[src/itw_regs.svh]
// Register offsets, field positions, reset values and timing counts for the interval timer and watchdog.
`ifndef ITW_REGS_SVH
`define ITW_REGS_SVH

// Byte addresses on the register bus (word aligned except the shared count address).
`define ITW_ADDR_W            8
`define ITW_OFS_COUNT_CTRL    8'hf2
`define ITW_OFS_WDT_COMPARE   8'hf4
`define ITW_OFS_IRQ_STATUS    8'hf8
`define ITW_OFS_IRQ_MASK      8'hfc
`define ITW_OFS_MODE_CTRL     8'hf0

// Fields of the timer clock control register.
`define ITW_CTL_PRESCALE_LSB  0
`define ITW_CTL_PRESCALE_MSB  2
`define ITW_CTL_CLEAR_BIT     3
`define ITW_CTL_WDT_RESET_BIT 4
`define ITW_CTL_RC_SELECT_BIT 5
`define ITW_CTL_RESET         8'h00

// Fields of the watchdog compare register.
`define ITW_WDT_CLEAR_BIT     7
`define ITW_WDT_RESET         8'h00

// Interrupt status and mask bits.
`define ITW_IRQ_INTERVAL_BIT  0
`define ITW_IRQ_WATCHDOG_BIT  1

// Mode control register bits.
`define ITW_MODE_STOP_BIT     0
`define ITW_MODE_SUBCLK_BIT   1

// Base prescaler ratio is divide-by-8; the code adds to the shift.
`define ITW_PRESCALE_BASE_SH  3
`define ITW_PRESCALE_W        10

// RC mode watchdog step is 2^8 RC periods.
`define ITW_RC_STEP_W         8

// Width of the reset pulse driven on a watchdog reset, in clocks.
`define ITW_RESET_PULSE_NS    1000
`define ITW_CLK_NS            20
`define ITW_RESET_PULSE_CYC   ((`ITW_RESET_PULSE_NS + `ITW_CLK_NS - 1) / `ITW_CLK_NS)

`endif

[src/itw_pkg.sv]
// Types shared by the interval timer and watchdog.
package itw_pkg;
    typedef enum logic [1:0] {
        ITW_RUN,
        ITW_STOP_HOLD,
        ITW_STOP_RC
    } itw_mode_type;
endpackage

[src/itw_interval_watchdog.sv]
// Basic interval timer with prescaler and 7-bit watchdog behind Avalon-MM.
//
// Functional notes
// - Free-running 8-bit interval counter, halted only in STOP without RC.
// - Count per prescale pulse; wrap sets flag.
// - Control bits 2:0 pick divide 8..1024.
// - Clear bit zeroes counter, self-clears next cycle.
// - Shared address: read counter, write control.
// - RC-mode STOP keeps only timer, watchdog.
// - Watchdog request when count equals compare[6:0].
// - Reset-select: reset pin low, else interrupt.
// - Reset-select at control bit 4, reset zero.
// - Compare bit 7 clears watchdog, self-clears.
// - Watchdog steps once per interval period.
// - Watchdog starts after interval timer clear.
// - STOP without RC holds watchdog count.
// - RC mode steps every 2^8 RC periods.
// - Watchdog reset in sub clock restarts main.
// - Watchdog interrupt sets watchdog flag.
`timescale 1ns/100ps
`default_nettype none
`include "itw_regs.svh"

// The block answers every bus access after exactly one wait state.
// Reads return registered data, and writes land on the answering edge.
// The shared address returns the live interval count on a read.
// A write to that address loads the clock control byte instead.
// The control clear bit and the compare clear bit are one-cycle strobes.
// Software never has to write them back to zero.
// The watchdog stays idle until the interval timer has been cleared once.
// Its first period starts with a zeroed interval count, so it is short by less than one prescaler tick.
// In STOP without RC operation, the interval counter and the watchdog freeze; the prescaler keeps running.
// In RC watchdog mode, the watchdog steps from the RC divider instead.
// A watchdog reset drives the reset pin for a fixed number of clocks.
// It also drops the STOP and sub clock requests.
// That turns the main oscillator back on at once.
// Status bits are sticky, and a new event beats a clear in the same cycle.

module itw_interval_watchdog (
    input  wire logic                     clk,           // System clock.
    input  wire logic                     rstn,          // Async reset, low.
    input  wire logic                     rcTick,        // RC oscillator tick.
    input  wire logic [`ITW_ADDR_W-1:0]   address,       // Byte address.
    input  wire logic                     read,          // Read request.
    input  wire logic                     write,         // Write request.
    input  wire logic [31:0]              writedata,     // Write data.
    input  wire logic [3:0]               byteenable,    // Byte lanes.
    output logic      [31:0]              readdata,      // Read data.
    output logic                          waitrequest,   // Stall.
    output logic                          irq,           // Level interrupt.
    output logic                          resetPinLow,   // Drive reset pin.
    output logic                          mainOscOn,     // Main osc enable.
    output logic                          haltOthers     // Halt other blocks.
);

    logic [7:0]  intervalCount;
    logic [7:0]  ctrl;
    logic [7:0]  wdtCompare;
    logic [6:0]  wdtCount;
    logic [1:0]  irqStatus;
    logic [1:0]  irqMask;
    logic [1:0]  modeCtrl;
    logic [`ITW_PRESCALE_W-1:0] prescaler;
    logic [`ITW_RC_STEP_W-1:0]  rcDiv;
    logic        wdtArmed;
    logic        ackPending;
    logic        wdtHit;
    logic        prescaleTick;
    logic        intervalWrap;
    logic        wdtStep;
    logic        rstPulseDone;
    logic [7:0]  rstCount;
    itw_pkg::itw_mode_type mode;

    // Write strobe helper for one register address.
    function automatic logic wr_hit(input logic [`ITW_ADDR_W-1:0] a);
        wr_hit = write && !waitrequest && (address == a) && byteenable[0];
    endfunction

    // One wait state per access: waitrequest drops in the second cycle.
    // The pending flag falls again on the answering edge.
    // A master that keeps its request up therefore starts a fresh access.
    // That is why back-to-back requests still see one wait state each.
    always_ff @(posedge clk or negedge rstn) begin
        if (!rstn) begin
            ackPending <= 1'b0;
        end else begin
            ackPending <= (read || write) && !ackPending;
        end
    end
    assign waitrequest = (read || write) && !ackPending;

    // Mode decode from the STOP request and the RC select bit.
    // The RC select bit only matters once STOP has been requested.
    // Outside STOP the mode is always RUN, so the watchdog steps from the interval timer.
    always_comb begin
        if (!modeCtrl[`ITW_MODE_STOP_BIT]) begin
            mode = itw_pkg::ITW_RUN;
        end else if (ctrl[`ITW_CTL_RC_SELECT_BIT]) begin
            mode = itw_pkg::ITW_STOP_RC;
        end else begin
            mode = itw_pkg::ITW_STOP_HOLD;
        end
    end
    assign haltOthers = (mode != itw_pkg::ITW_RUN);

    // Free-running prescaler; the tick is the selected bit's carry.
    // The prescaler is never cleared by software.
    // After a new code the first tick may come early or late.
    // Later ticks come at the selected ratio.
    always_ff @(posedge clk or negedge rstn) begin
        if (!rstn) begin
            prescaler <= '0;
        end else begin
            prescaler <= prescaler + 1'b1;
        end
    end
    // Tick when all bits below the selected tap are ones.
    always_comb begin
        logic [3:0] sh;
        logic [`ITW_PRESCALE_W-1:0] m;
        sh = 4'(ctrl[`ITW_CTL_PRESCALE_MSB:`ITW_CTL_PRESCALE_LSB])
             + 4'(`ITW_PRESCALE_BASE_SH);
        m = `ITW_PRESCALE_W'((11'h001 << sh) - 11'h001);
        prescaleTick = ((prescaler & m) == m)
                       && (mode != itw_pkg::ITW_STOP_HOLD);
    end

    // Interval counter: counts, wraps, cleared by the clear bit.
    // A clear in the same cycle as a tick wins, so the count restarts at zero.
    // The wrap flag is still raised if that tick was the wrap.
    assign intervalWrap = prescaleTick && (intervalCount == 8'hff);
    always_ff @(posedge clk or negedge rstn) begin
        if (!rstn) begin
            intervalCount <= 8'h00;
        end else if (ctrl[`ITW_CTL_CLEAR_BIT]) begin
            intervalCount <= 8'h00;
        end else if (prescaleTick) begin
            intervalCount <= intervalCount + 8'h01;
        end
    end

    // Control register write at the shared address; clear bit self-clears.
    always_ff @(posedge clk or negedge rstn) begin
        if (!rstn) begin
            ctrl <= `ITW_CTL_RESET;
        end else if (wr_hit(`ITW_OFS_COUNT_CTRL)) begin
            ctrl <= writedata[7:0];
        end else begin
            ctrl[`ITW_CTL_CLEAR_BIT] <= 1'b0;
        end
    end

    // Watchdog compare register; bit 7 self-clears after one cycle.
    always_ff @(posedge clk or negedge rstn) begin
        if (!rstn) begin
            wdtCompare <= `ITW_WDT_RESET;
        end else if (wr_hit(`ITW_OFS_WDT_COMPARE)) begin
            wdtCompare <= writedata[7:0];
        end else begin
            wdtCompare[`ITW_WDT_CLEAR_BIT] <= 1'b0;
        end
    end

    // Mode control: STOP request and sub clock select.
    always_ff @(posedge clk or negedge rstn) begin
        if (!rstn) begin
            modeCtrl <= 2'h0;
        end else if (wr_hit(`ITW_OFS_MODE_CTRL)) begin
            modeCtrl <= writedata[1:0];
        end else if (wdtHit && ctrl[`ITW_CTL_WDT_RESET_BIT]) begin
            modeCtrl <= 2'h0;
        end
    end
    assign mainOscOn = !modeCtrl[`ITW_MODE_SUBCLK_BIT]
                       || resetPinLow;

    // RC divider, 2^8 RC ticks per watchdog step in RC mode.
    always_ff @(posedge clk or negedge rstn) begin
        if (!rstn) begin
            rcDiv <= '0;
        end else if (rcTick) begin
            rcDiv <= rcDiv + 1'b1;
        end
    end

    // Watchdog starts only after the interval timer has been cleared.
    // Once armed, it stays armed until the next system reset.
    // Disabling the reset select does not disarm it.
    always_ff @(posedge clk or negedge rstn) begin
        if (!rstn) begin
            wdtArmed <= 1'b0;
        end else if (ctrl[`ITW_CTL_CLEAR_BIT]) begin
            wdtArmed <= 1'b1;
        end
    end

    // Step source: interval wrap normally, RC divider in RC STOP mode.
    always_comb begin
        case (mode)
            itw_pkg::ITW_STOP_RC:
                wdtStep = rcTick && (rcDiv == '1);
            itw_pkg::ITW_STOP_HOLD:
                wdtStep = 1'b0;
            default:
                wdtStep = intervalWrap;
        endcase
    end

    // Watchdog counter and compare.
    // A hit restarts the count at zero.
    // So the period is the compare value plus one step.
    // A software clear wins over a step in the same cycle.
    // Clearing in time is what keeps the watchdog from firing.
    assign wdtHit = wdtArmed && (wdtCount == wdtCompare[6:0]) && wdtStep;
    always_ff @(posedge clk or negedge rstn) begin
        if (!rstn) begin
            wdtCount <= 7'h00;
        end else if (wdtCompare[`ITW_WDT_CLEAR_BIT] || wdtHit) begin
            wdtCount <= 7'h00;
        end else if (wdtArmed && wdtStep) begin
            wdtCount <= wdtCount + 7'h01;
        end
    end

    // Reset pulse on the reset pin after a watchdog reset.
    // The pulse length is counted in clocks from a fixed time.
    // A second hit during the pulse restarts the full length.
    // Otherwise the pulse could end before the chip has settled.
    assign rstPulseDone = (rstCount == 8'h00);
    always_ff @(posedge clk or negedge rstn) begin
        if (!rstn) begin
            rstCount <= 8'h00;
        end else if (wdtHit && ctrl[`ITW_CTL_WDT_RESET_BIT]) begin
            rstCount <= 8'(`ITW_RESET_PULSE_CYC);
        end else if (!rstPulseDone) begin
            rstCount <= rstCount - 8'h01;
        end
    end
    assign resetPinLow = !rstPulseDone;

    // Sticky status; set wins over write-one-to-clear.
    // A watchdog hit with reset select set raises no status bit.
    // It drives the reset pin instead.
    always_ff @(posedge clk or negedge rstn) begin
        if (!rstn) begin
            irqStatus <= 2'h0;
        end else begin
            logic [1:0] next_status;
            next_status = irqStatus;
            if (wr_hit(`ITW_OFS_IRQ_STATUS)) begin
                next_status = next_status & ~writedata[1:0];
            end
            if (intervalWrap) begin
                next_status[`ITW_IRQ_INTERVAL_BIT] = 1'b1;
            end
            if (wdtHit && !ctrl[`ITW_CTL_WDT_RESET_BIT]) begin
                next_status[`ITW_IRQ_WATCHDOG_BIT] = 1'b1;
            end
            irqStatus <= next_status;
        end
    end

    // Interrupt mask register.
    always_ff @(posedge clk or negedge rstn) begin
        if (!rstn) begin
            irqMask <= 2'h0;
        end else if (wr_hit(`ITW_OFS_IRQ_MASK)) begin
            irqMask <= writedata[1:0];
        end
    end
    assign irq = |(irqStatus & irqMask);

    // Read data registered ahead of the answering cycle.
    // The value is taken in the first cycle of the access.
    // It then stands at the edge where waitrequest is low.
    always_ff @(posedge clk or negedge rstn) begin
        if (!rstn) begin
            readdata <= 32'h0;
        end else if (read && !ackPending) begin
            if (address == `ITW_OFS_COUNT_CTRL) begin
                readdata <= {24'h0, intervalCount};
            end else if (address == `ITW_OFS_WDT_COMPARE) begin
                readdata <= {24'h0, wdtCompare};
            end else if (address == `ITW_OFS_IRQ_STATUS) begin
                readdata <= {30'h0, irqStatus};
            end else if (address == `ITW_OFS_IRQ_MASK) begin
                readdata <= {30'h0, irqMask};
            end else if (address == `ITW_OFS_MODE_CTRL) begin
                readdata <= {30'h0, modeCtrl};
            end else begin
                readdata <= 32'h0;
            end
        end
    end

    // Assertions guarding the main behaviours.
    a_clear_self: assert property (@(posedge clk) disable iff (!rstn)
        ctrl[`ITW_CTL_CLEAR_BIT] && !wr_hit(`ITW_OFS_COUNT_CTRL)
        |=> !ctrl[`ITW_CTL_CLEAR_BIT] && intervalCount == 8'h00)
        else $error("interval clear bit did not clear");
    a_wrap_flag: assert property (@(posedge clk) disable iff (!rstn)
        intervalWrap |=> irqStatus[`ITW_IRQ_INTERVAL_BIT]
        && intervalCount == 8'h00)
        else $error("wrap did not set flag");
    a_wdt_clear: assert property (@(posedge clk) disable iff (!rstn)
        $rose(wdtCompare[7]) |=> wdtCount == 7'h00 && !wdtCompare[7])
        else $error("watchdog clear failed");
    a_wdt_hold: assert property (@(posedge clk) disable iff (!rstn)
        mode == itw_pkg::ITW_STOP_HOLD && !wdtCompare[7]
        |=> $stable(wdtCount))
        else $error("watchdog moved in stop");
    a_reset_pin: assert property (@(posedge clk) disable iff (!rstn)
        wdtHit && ctrl[4] |=> resetPinLow && mainOscOn)
        else $error("watchdog reset not driven");
    a_wdt_irq: assert property (@(posedge clk) disable iff (!rstn)
        wdtHit && !ctrl[4] |=> irqStatus[`ITW_IRQ_WATCHDOG_BIT]
        && !resetPinLow)
        else $error("watchdog interrupt not flagged");
    a_wdt_armed: assert property (@(posedge clk) disable iff (!rstn)
        !wdtArmed |=> wdtCount == 7'h00)
        else $error("watchdog counted before arm");
    a_shared_read: assert property (@(posedge clk) disable iff (!rstn)
        read && !ackPending && address == `ITW_OFS_COUNT_CTRL
        |=> readdata[7:0] == $past(intervalCount))
        else $error("shared address read wrong");
    a_halt_out: assert property (@(posedge clk) disable iff (!rstn)
        modeCtrl[0] |-> haltOthers)
        else $error("stop did not halt");


    // The bus answers exactly one cycle after a wait state.
    a_bus_one_wait: assert property (
        @(posedge clk) disable iff (!rstn)
        waitrequest |=> !waitrequest)
        else $error("bus answer did not follow the wait state");

    // Without a clear, the interval count moves only by its tick.
    a_count_step: assert property (
        @(posedge clk) disable iff (!rstn)
        !ctrl[`ITW_CTL_CLEAR_BIT]
        |=> intervalCount
            == $past(intervalCount) + 8'($past(prescaleTick)))
        else $error("interval counter skipped or stalled");

    // A write at the shared address loads the control byte.
    a_ctrl_write: assert property (
        @(posedge clk) disable iff (!rstn)
        wr_hit(`ITW_OFS_COUNT_CTRL)
        |=> ctrl == $past(writedata[7:0]))
        else $error("control write did not land");

    // Status bits hold until software clears them.
    a_status_sticky: assert property (
        @(posedge clk) disable iff (!rstn)
        irqStatus != 2'h0 && !wr_hit(`ITW_OFS_IRQ_STATUS)
        |=> (irqStatus & $past(irqStatus)) == $past(irqStatus))
        else $error("status bit dropped without a clear");

    // An armed watchdog advances by one on each step that is not a hit or a clear.
    a_wdt_step: assert property (
        @(posedge clk) disable iff (!rstn)
        wdtArmed && wdtStep && !wdtHit && !wdtCompare[`ITW_WDT_CLEAR_BIT]
        |=> wdtCount == $past(wdtCount) + 7'h01)
        else $error("watchdog did not step");

    // A reset pulse starts with its full length loaded.
    a_pulse_len: assert property (
        @(posedge clk) disable iff (!rstn)
        $rose(resetPinLow) |-> rstCount == 8'(`ITW_RESET_PULSE_CYC))
        else $error("reset pulse length wrong");

    c_wrap: cover property (@(posedge clk) intervalWrap);
    c_wdt_irq: cover property (@(posedge clk) wdtHit && !ctrl[4]);
    c_wdt_rst: cover property (@(posedge clk) wdtHit && ctrl[4]);
    c_rc_mode: cover property (@(posedge clk) mode == itw_pkg::ITW_STOP_RC && wdtStep);
    c_wdt_clear: cover property (@(posedge clk) wdtCompare[7]);

endmodule

`default_nettype wire

[config.mk]
export PLATFORM = sky130hd
export DESIGN_NAME = itw_interval_watchdog
export DESIGN_NICKNAME = d
export VERILOG_FILES = /design/src/itw_pkg.sv /design/src/itw_interval_watchdog.sv
export VERILOG_INCLUDE_DIRS = /design/src
export SDC_FILE = /design/constraint.sdc
export NUM_CORES = 1
export LEC_CHECK = 0
export ABC_AREA = 1
export BUFFER_PORTS_ARGS = -buffer_cell sky130_fd_sc_hd__buf_2
export CORE_MARGIN = 2
export CORE_UTILIZATION = 59
export CTS_BUF_LIST = sky130_fd_sc_hd__clkbuf_8 sky130_fd_sc_hd__clkbuf_16
export CTS_CLUSTER_SIZE = 30
export DETAILED_ROUTE_END_ITERATION = 6
export PLACE_DENSITY_LB_ADDON = 0.2
export SETUP_SLACK_MARGIN = 0.2
export SLEW_MARGIN = 20
export SYNTH_ARGS = -nofsm -noshare
export SYNTH_HDL_FRONTEND = slang
export SYNTH_SLANG_ARGS = --single-unit
[constraint.sdc]
create_clock -name clk -period 2.6 [get_ports clk]
set_clock_uncertainty 0.1 [all_clocks]
set_input_delay 0.52 -clock clk [delete_from_list [all_inputs] [get_ports clk]]
set_output_delay 0.52 -clock clk [all_outputs]
set_load 0.1 [all_outputs]
==> results.cfg, run 1 <==
[detailed_routing]
ant_nets = 0
viasPerCell = 5.025
wl_per_cell_um = 12.25
route.detailed.drc = 4
first_pass_iters = 7
wl_mm = 7.462
vias = 3060
initialDrtViolationCount = 147

[layout]
final_net_count = 585
drive_gt1_share_pct = 17.48
antenna_cells = 0
syn_to_final_growth_pct = 10.41

[synthesis]
synth_compound_area_share_pct = 7.519
synth_xor_xnor_area_share_pct = 6.218
ys_seq_area_share_pct = 45.05
synth-simple-area-share_pct = 25.38
synth.cell_area_mm2 = 0.003944
postSynthCellCount = 483
synth_top_family_by_area = simple AND/OR/NAND/NOR gates
ys_types = 39
syn_area_per_cell_um2 = 8.165
ys_ff_latch = 71
synth_adder_area_share_pct = 1.904
ys_warn_count = 0
synth.area.mux_share_pct = 0.5393

[worst_setup_path]
worstPathRequired_ns = 1.98
cp_top_family = simple AND/OR/NAND/NOR gates
crit_buf_inv = 3
arrival_ns = 1.67
r2r_setup_slack_ns = 0.69
cp_max_fo = 4
timing.rr.start = intervalCount[0]
end_kind = output pin
reg2reg_depth = 8
start_kind = flip-flop
path_class = flip-flop to output pin
cp_common_cell = nand2_2
critPathMaxStageDelay_ns = 0.40
reg2reg_to = rstCount[2]
crit_path_cell_trace = inv_2 -> ha_4 -> nand3_1 -> nor2_2 -> nand2_2 -> inv_1 -> nand2_2 -> buf_6
cp_slowest_cell = dfrtp_1

[die]
fp-row-count = 29
chipWidth_um = 85.76
die_h_um = 85.76
start_util_pct = 61.41
ios = 86
dieArea_mm2 = 0.007355
coreArea_mm2 = 0.006422

[global_route]
grt_pass1_wl_mm = 13.00
grt_max_degree = 32
grt_overflow = 0
antenna_found_initial = 0
track_usage_pct = 22.52
grt_pass1_vias = 2875

[timing]
fin_ws_ns = 0.3113
slew_headroom_pct = 52.69
fmax_mhz = 436.9
final.setup.tns_ns = 0
setup_viol = 0
hold_viol_final = 0
report.final.slew_viol_count = 0
timing_worst_slew_pin_value_ns = 0.7097
rsz0062_at_grt = false
hold_ws_ns = 0.1269
period_share_pct = 88.03
min_period_ns = 2.289

[placement]
dp_hpwl_mm = 5.669
gp_congestion = 0.8595
place_ws_ns = 0.4255
portBuffers = 34

[clocking]
cts_buffers = 9
tritoncts = built
clock_latency_ns = 0.34
hold_buffers = 0
clkTransAtPathRegs_ns = 0.07
clock_path_buffers = 2
clkSinkCount = 71
cts-root-buf = clkbuf_8
htree_levels = 3

[power]
max-vdd-ir-drop_uv = 618.0
p_per_area_mw_per_mm2 = 653.9
leakage_nw = 2.363

[status]
outcome = complete, but fails checks
violations = design-rule violations

[job]
cap_violations = 0

[worst_hold_path]
holdCritPathClass = input port to async pin
cells in the mapped netlist, drive strengths merged:
cell / n / share of area, %
xnor2: 11 / 2.4
o21ai: 31 / 4.7
mux2i: 1 / 0.25
xor2: 17 / 3.8
dfrtp: 71 / 45
ha: 6 / 1.9
inv: 81 / 7.8
clkbuf: 3 / 0.29
nand2: 108 / 11
nand3b: 2 / 0.38
mux2: 1 / 0.29
a31oi: 4 / 0.63
o211ai: 1 / 0.19
nor4: 1 / 0.16
nor2: 52 / 5.5
clkinv: 1 / 0.095
nand4: 16 / 2.9
nor3: 9 / 1.6
nand3: 27 / 3.8
buf: 26 / 5.0
a21oi: 11 / 1.8
a22o: 1 / 0.22
conb: 2 / 0.19
worst register-to-register path: cells and delay by family (launching register included):
kind / cells / cell delay (ns)
buf+inv: 1 / 0.05
simple gates: 6 / 1.06
fa+ha+maj: 1 / 0.21
flops: 1 / 0.38
metal layers:
layer	vias up	routed length, um	global-route usage (%)	part of all wire, %
li1	1560	-	-	-
met1	1437	3511	30.30	47
met2	56	3622	36.29	49
met3	7	243	4.812	3.3
met4	0	85	8.081	1.1
met5	-	0	0	0
worst max path at each step:
stage / start / endpoint / slack, ns / cells past startpoint
after global routing: rstCount[1] / mainOscOn / 0.21 / 8
after global placement: rstCount[0] / mainOscOn / 0.50 / 8
final: rstCount[0] / mainOscOn / 0.31 / 8
after CTS: rstCount[0] / mainOscOn / 0.20 / 8
after detailed placement: rstCount[0] / mainOscOn / 0.43 / 8
after floorplan: rstCount[0] / mainOscOn / 0.20 / 7
cells in the final DEF, fill, tap and decap left out, types with 2 or more instances in the layout:
cell	count
a31oi_1	4
nand4_1	15
inv_2	6
nand3_2	3
nor2_4	2
conb_1	26
o21ai_1	2
xnor2_1	11
o21ai_0	21
nand2_1	101
nand3b_1	2
nor3_1	7
xor2_1	17
ha_1	5
buf_2	33
o21ai_2	8
nor2_2	5
nand3_1	24
inv_1	74
nand2_4	3
nand2_2	4
clkbuf_8	12
a21oi_1	9
dfrtp_1	71
nor2_1	45
buf_4	6
registers in the layout, summed over array words and instances (netlist names):
| name | count |
|---|---|
| ackPending | 1 |
| ctrl | 6 |
| intervalCount | 8 |
| irqMask | 2 |
| irqStatus | 2 |
| modeCtrl | 2 |
| prescaler | 10 |
| rcDiv | 8 |
| readdata | 8 |
| rstCount | 8 |
| wdtArmed | 1 |
| wdtCompare | 8 |
| wdtCount | 7 |
logic make-up after synthesis:
logic type               count (synthesis)
AND/OR/NAND/NOR                        215
buffers and inverters                  111
flip-flops                              71
AO/OA/AOI/OAI                           48
XOR/XNOR                                28
adder cells (fa/ha/maj)                  6
other                                    2
multiplexers                             2
where the power goes:
group | total (W) | switching [W] | internal, W | leakage [nW]
combinational | 0.000724 | 0.000561 | 0.000163 | 1.36
clock | 0.000788 | 0.000381 | 0.000407 | 0.0902
sequential | 0.00134 | 0.000102 | 0.00123 | 0.917
cell type report:
type | count | area (um2)
Sequential cell | 71 | 1777
Multi-Input combinational cell | 325 | 1757
Clock buffer | 12 | 165.2
Inverter | 82 | 312.8
Tap cell | 77 | 96.34
Fill cell | 544 | 2068
Timing Repair Buffer | 41 | 241.5
Clock inverter | 1 | 5.005
through the flow:
| step | power, W | util [%] | cells | cell area (um2) |
|---|---|---|---|---|
| 2_1_floorplan | 0.001948 | - | 507 | 4039 |
| 3_3_place_gp | 0.002051 | 64.47 | 593 | 4140 |
| 3_5_place_dp | 0.002079 | 64.47 | 593 | 4140 |
| 4_1_cts | 0.002872 | 67.29 | 606 | 4322 |
| 5_1_grt | 0.003004 | 67.80 | 609 | 4354 |
| 6_report | 0.002847 | 67.80 | 609 | 4354 |
repair_timing:
| item | CTS | global route |
|---|---|---|
| pin swaps | 0 | 2 |
| setup endpoints to repair | 2 | 2 |
| gates cloned | 0 | 0 |
| resized for setup | 4 | 2 |
| buffers inserted | 0 | 3 |
No activity file was read; power rests on OpenSTA's default activity.
==> run 2, diff against run 1 <==
CORE_ASPECT_RATIO = 0.75   (was not set)
==> run 2 against run 1 <==
Against the previous run: the run now ends clean; routed wire length is 6.9% higher; global-route usage up 1.2 points; sequential share of layout area is 0.31 points lower; flip-flop and latch count unchanged; register-to-register slack worse by 0.04 ns; die area hardly changed; count of clock-buffer cells in the layout unchanged; total power increased by 4.7%; worst setup slack improved by 0.0083 ns; combinational power hardly changed; critical path type unchanged; critical endpoint unchanged; highest routed layer unchanged.
==> results.cfg, run 2 (synthesized netlist as in run 1, its figures left out) <==
[status]
outcome = finished clean

[worst_setup_path]
startpoint = rstCount[0]
reg2reg_to = rstCount[2]
end_kind = output pin
timing.rr.start = intervalCount[0]
cp_slowest_cell = dfrtp_1
cp_common_cell = nand2_2
cp_max_fo = 5
r2r_setup_slack_ns = 0.65
reg2reg_depth = 8
critPathMaxStageDelay_ns = 0.40
crit_path_cell_trace = inv_2 -> ha_4 -> nand3_2 -> nor2_2 -> nand2_2 -> inv_1 -> nand2_2 -> buf_8
path_class = flip-flop to output pin
start_kind = flip-flop
worstPathRequired_ns = 1.98
endpoint = mainOscOn
arrival_ns = 1.66

[die]
ios = 86
dieArea_mm2 = 0.007361
fp-row-count = 25
chipWidth_um = 98.41
die_h_um = 74.81
coreArea_mm2 = 0.006381
start_util_pct = 61.80

[clocking]
tritoncts = built
htree_levels = 3
cts-root-buf = clkbuf_8
clkTransAtPathRegs_ns = 0.07
clock_path_buffers = 2
clock_latency_ns = 0.34
hold_buffers = 0
cts_buffers = 9
clkSinkCount = 71

[power]
clkPwrFrac_pct = 30.8
p_seq_share_pct = 44.9
p_per_area_mw_per_mm2 = 679.2
swShare_pct = 35.84
pwr-share-comb_pct = 24.3
p_sw_w = 0.001068
internal-power_w = 0.001912
leakage_nw = 2.373
max-vdd-ir-drop_uv = 443.5

[global_route]
grt_overflow = 0
antenna_found_initial = 0
grt_max_degree = 72
grt_pass1_vias = 3030
grt_pass1_wl_mm = 13.65
track_usage_pct = 23.72

[timing]
min_period_ns = 2.280
final.setup.tns_ns = 0
hold_viol_final = 0
hold_ws_ns = 0.08897
fmax_mhz = 438.5
report.final.slew_viol_count = 0
rsz0062_at_grt = false
period_share_pct = 87.71
setup_viol = 0

[layout]
largest_reg_flops = 10
mostFrequentLayoutCell = nand2_1
final_net_count = 582
antenna_cells = 0
syn_to_final_growth_pct = 11.26
top_register = prescaler
seq_area_mm2 = 0.001777
multi_input_area_mm2 = 0.001762
fill_cells = 536
drive_gt1_share_pct = 17.48
layout_common_cells = nand2_1, inv_1, dfrtp_1, nor2_1, buf_2

[detailed_routing]
route.detailed.drc = 0
initialDrtViolationCount = 159
first_pass_iters = 6
viasPerCell = 5.126
vias = 3142
ant_nets = 0
wl_mm = 7.976
wl_per_cell_um = 13.01

[placement]
portBuffers = 34
gp_congestion = 0.8879
dp_hpwl_mm = 5.923

[job]
cap_violations = 0

[worst_hold_path]
holdCritPathClass = input port to async pin
[run 2: worst min-delay path by stage]
stage,slack [ns],end,startpoint,cells after the start
5_1_grt,0.11,rstCount[5],rstn,2
3_3_place_gp,0.35,ackPending,ackPending,1
3_5_place_dp,0.36,wdtArmed,wdtArmed,2
6_report,0.09,rcDiv[3],rstn,2
4_1_cts,0.10,rstCount[5],rstn,2
2_1_floorplan,0.12,ackPending,rstn,0
[run 2: routing by layer]
metal  share of wire (%)  GRT usage [%]  up-vias  wire length (um)
met5                   0              0        -                 0
met4                 1.5          7.458        0               121
met3                 6.2          6.221       13               495
met2                  47          38.62       97              3741
met1                  45          31.95     1482              3618
li1                    -              -     1550                 -
[run 2: what timing repair did]
item | 4_1_cts | 5_1_grt
resized for setup | 4 | 6
pin swaps | 0 | 3
buffers inserted | 0 | 2
endpoints found under the setup margin | 2 | 2
[run 2: per-stage QoR]
stage	setup WS, ns	utilization (%)	cell area [um2]	instances	power [W]
final	0.3196	68.76	4388	613	0.002980
after global routing	0.2187	68.76	4388	613	0.003116
after CTS	0.1945	68.20	4352	611	0.002994
after detailed placement	0.4561	64.73	4130	595	0.002077
after global placement	0.5011	64.73	4130	595	0.002049
after floorplan	0.1955	-	4039	507	0.001948
[run 2: area by class of cell]
type | count | area share [%]
Sequential cell | 71 | 40.49
Multi-Input combinational cell | 325 | 40.15
Tap cell | 81 | 2.310
Clock inverter | 4 | 1.027
Clock buffer | 12 | 3.764
Inverter | 82 | 7.129
Timing Repair Buffer | 38 | 5.133
[run 2: worst max-delay path: cells and delay by family (launching register included)]
kind / cells / cell delay, ns
flops: 1 / 0.40
buf+inv: 3 / 0.35
fa+ha+maj: 1 / 0.16
simple gates: 4 / 0.40
[run 2: power by group through the flow]
stage | logic [W] | clock network [W] | registers [W]
after CTS | 0.000726 | 0.000933 | 0.00134
after floorplan | 0.000476 | 0 | 0.00147
after global routing | 0.000789 | 0.000973 | 0.00135
final | 0.000723 | 0.000918 | 0.00134
after global placement | 0.000701 | 0 | 0.00135
after detailed placement | 0.000724 | 0 | 0.00135
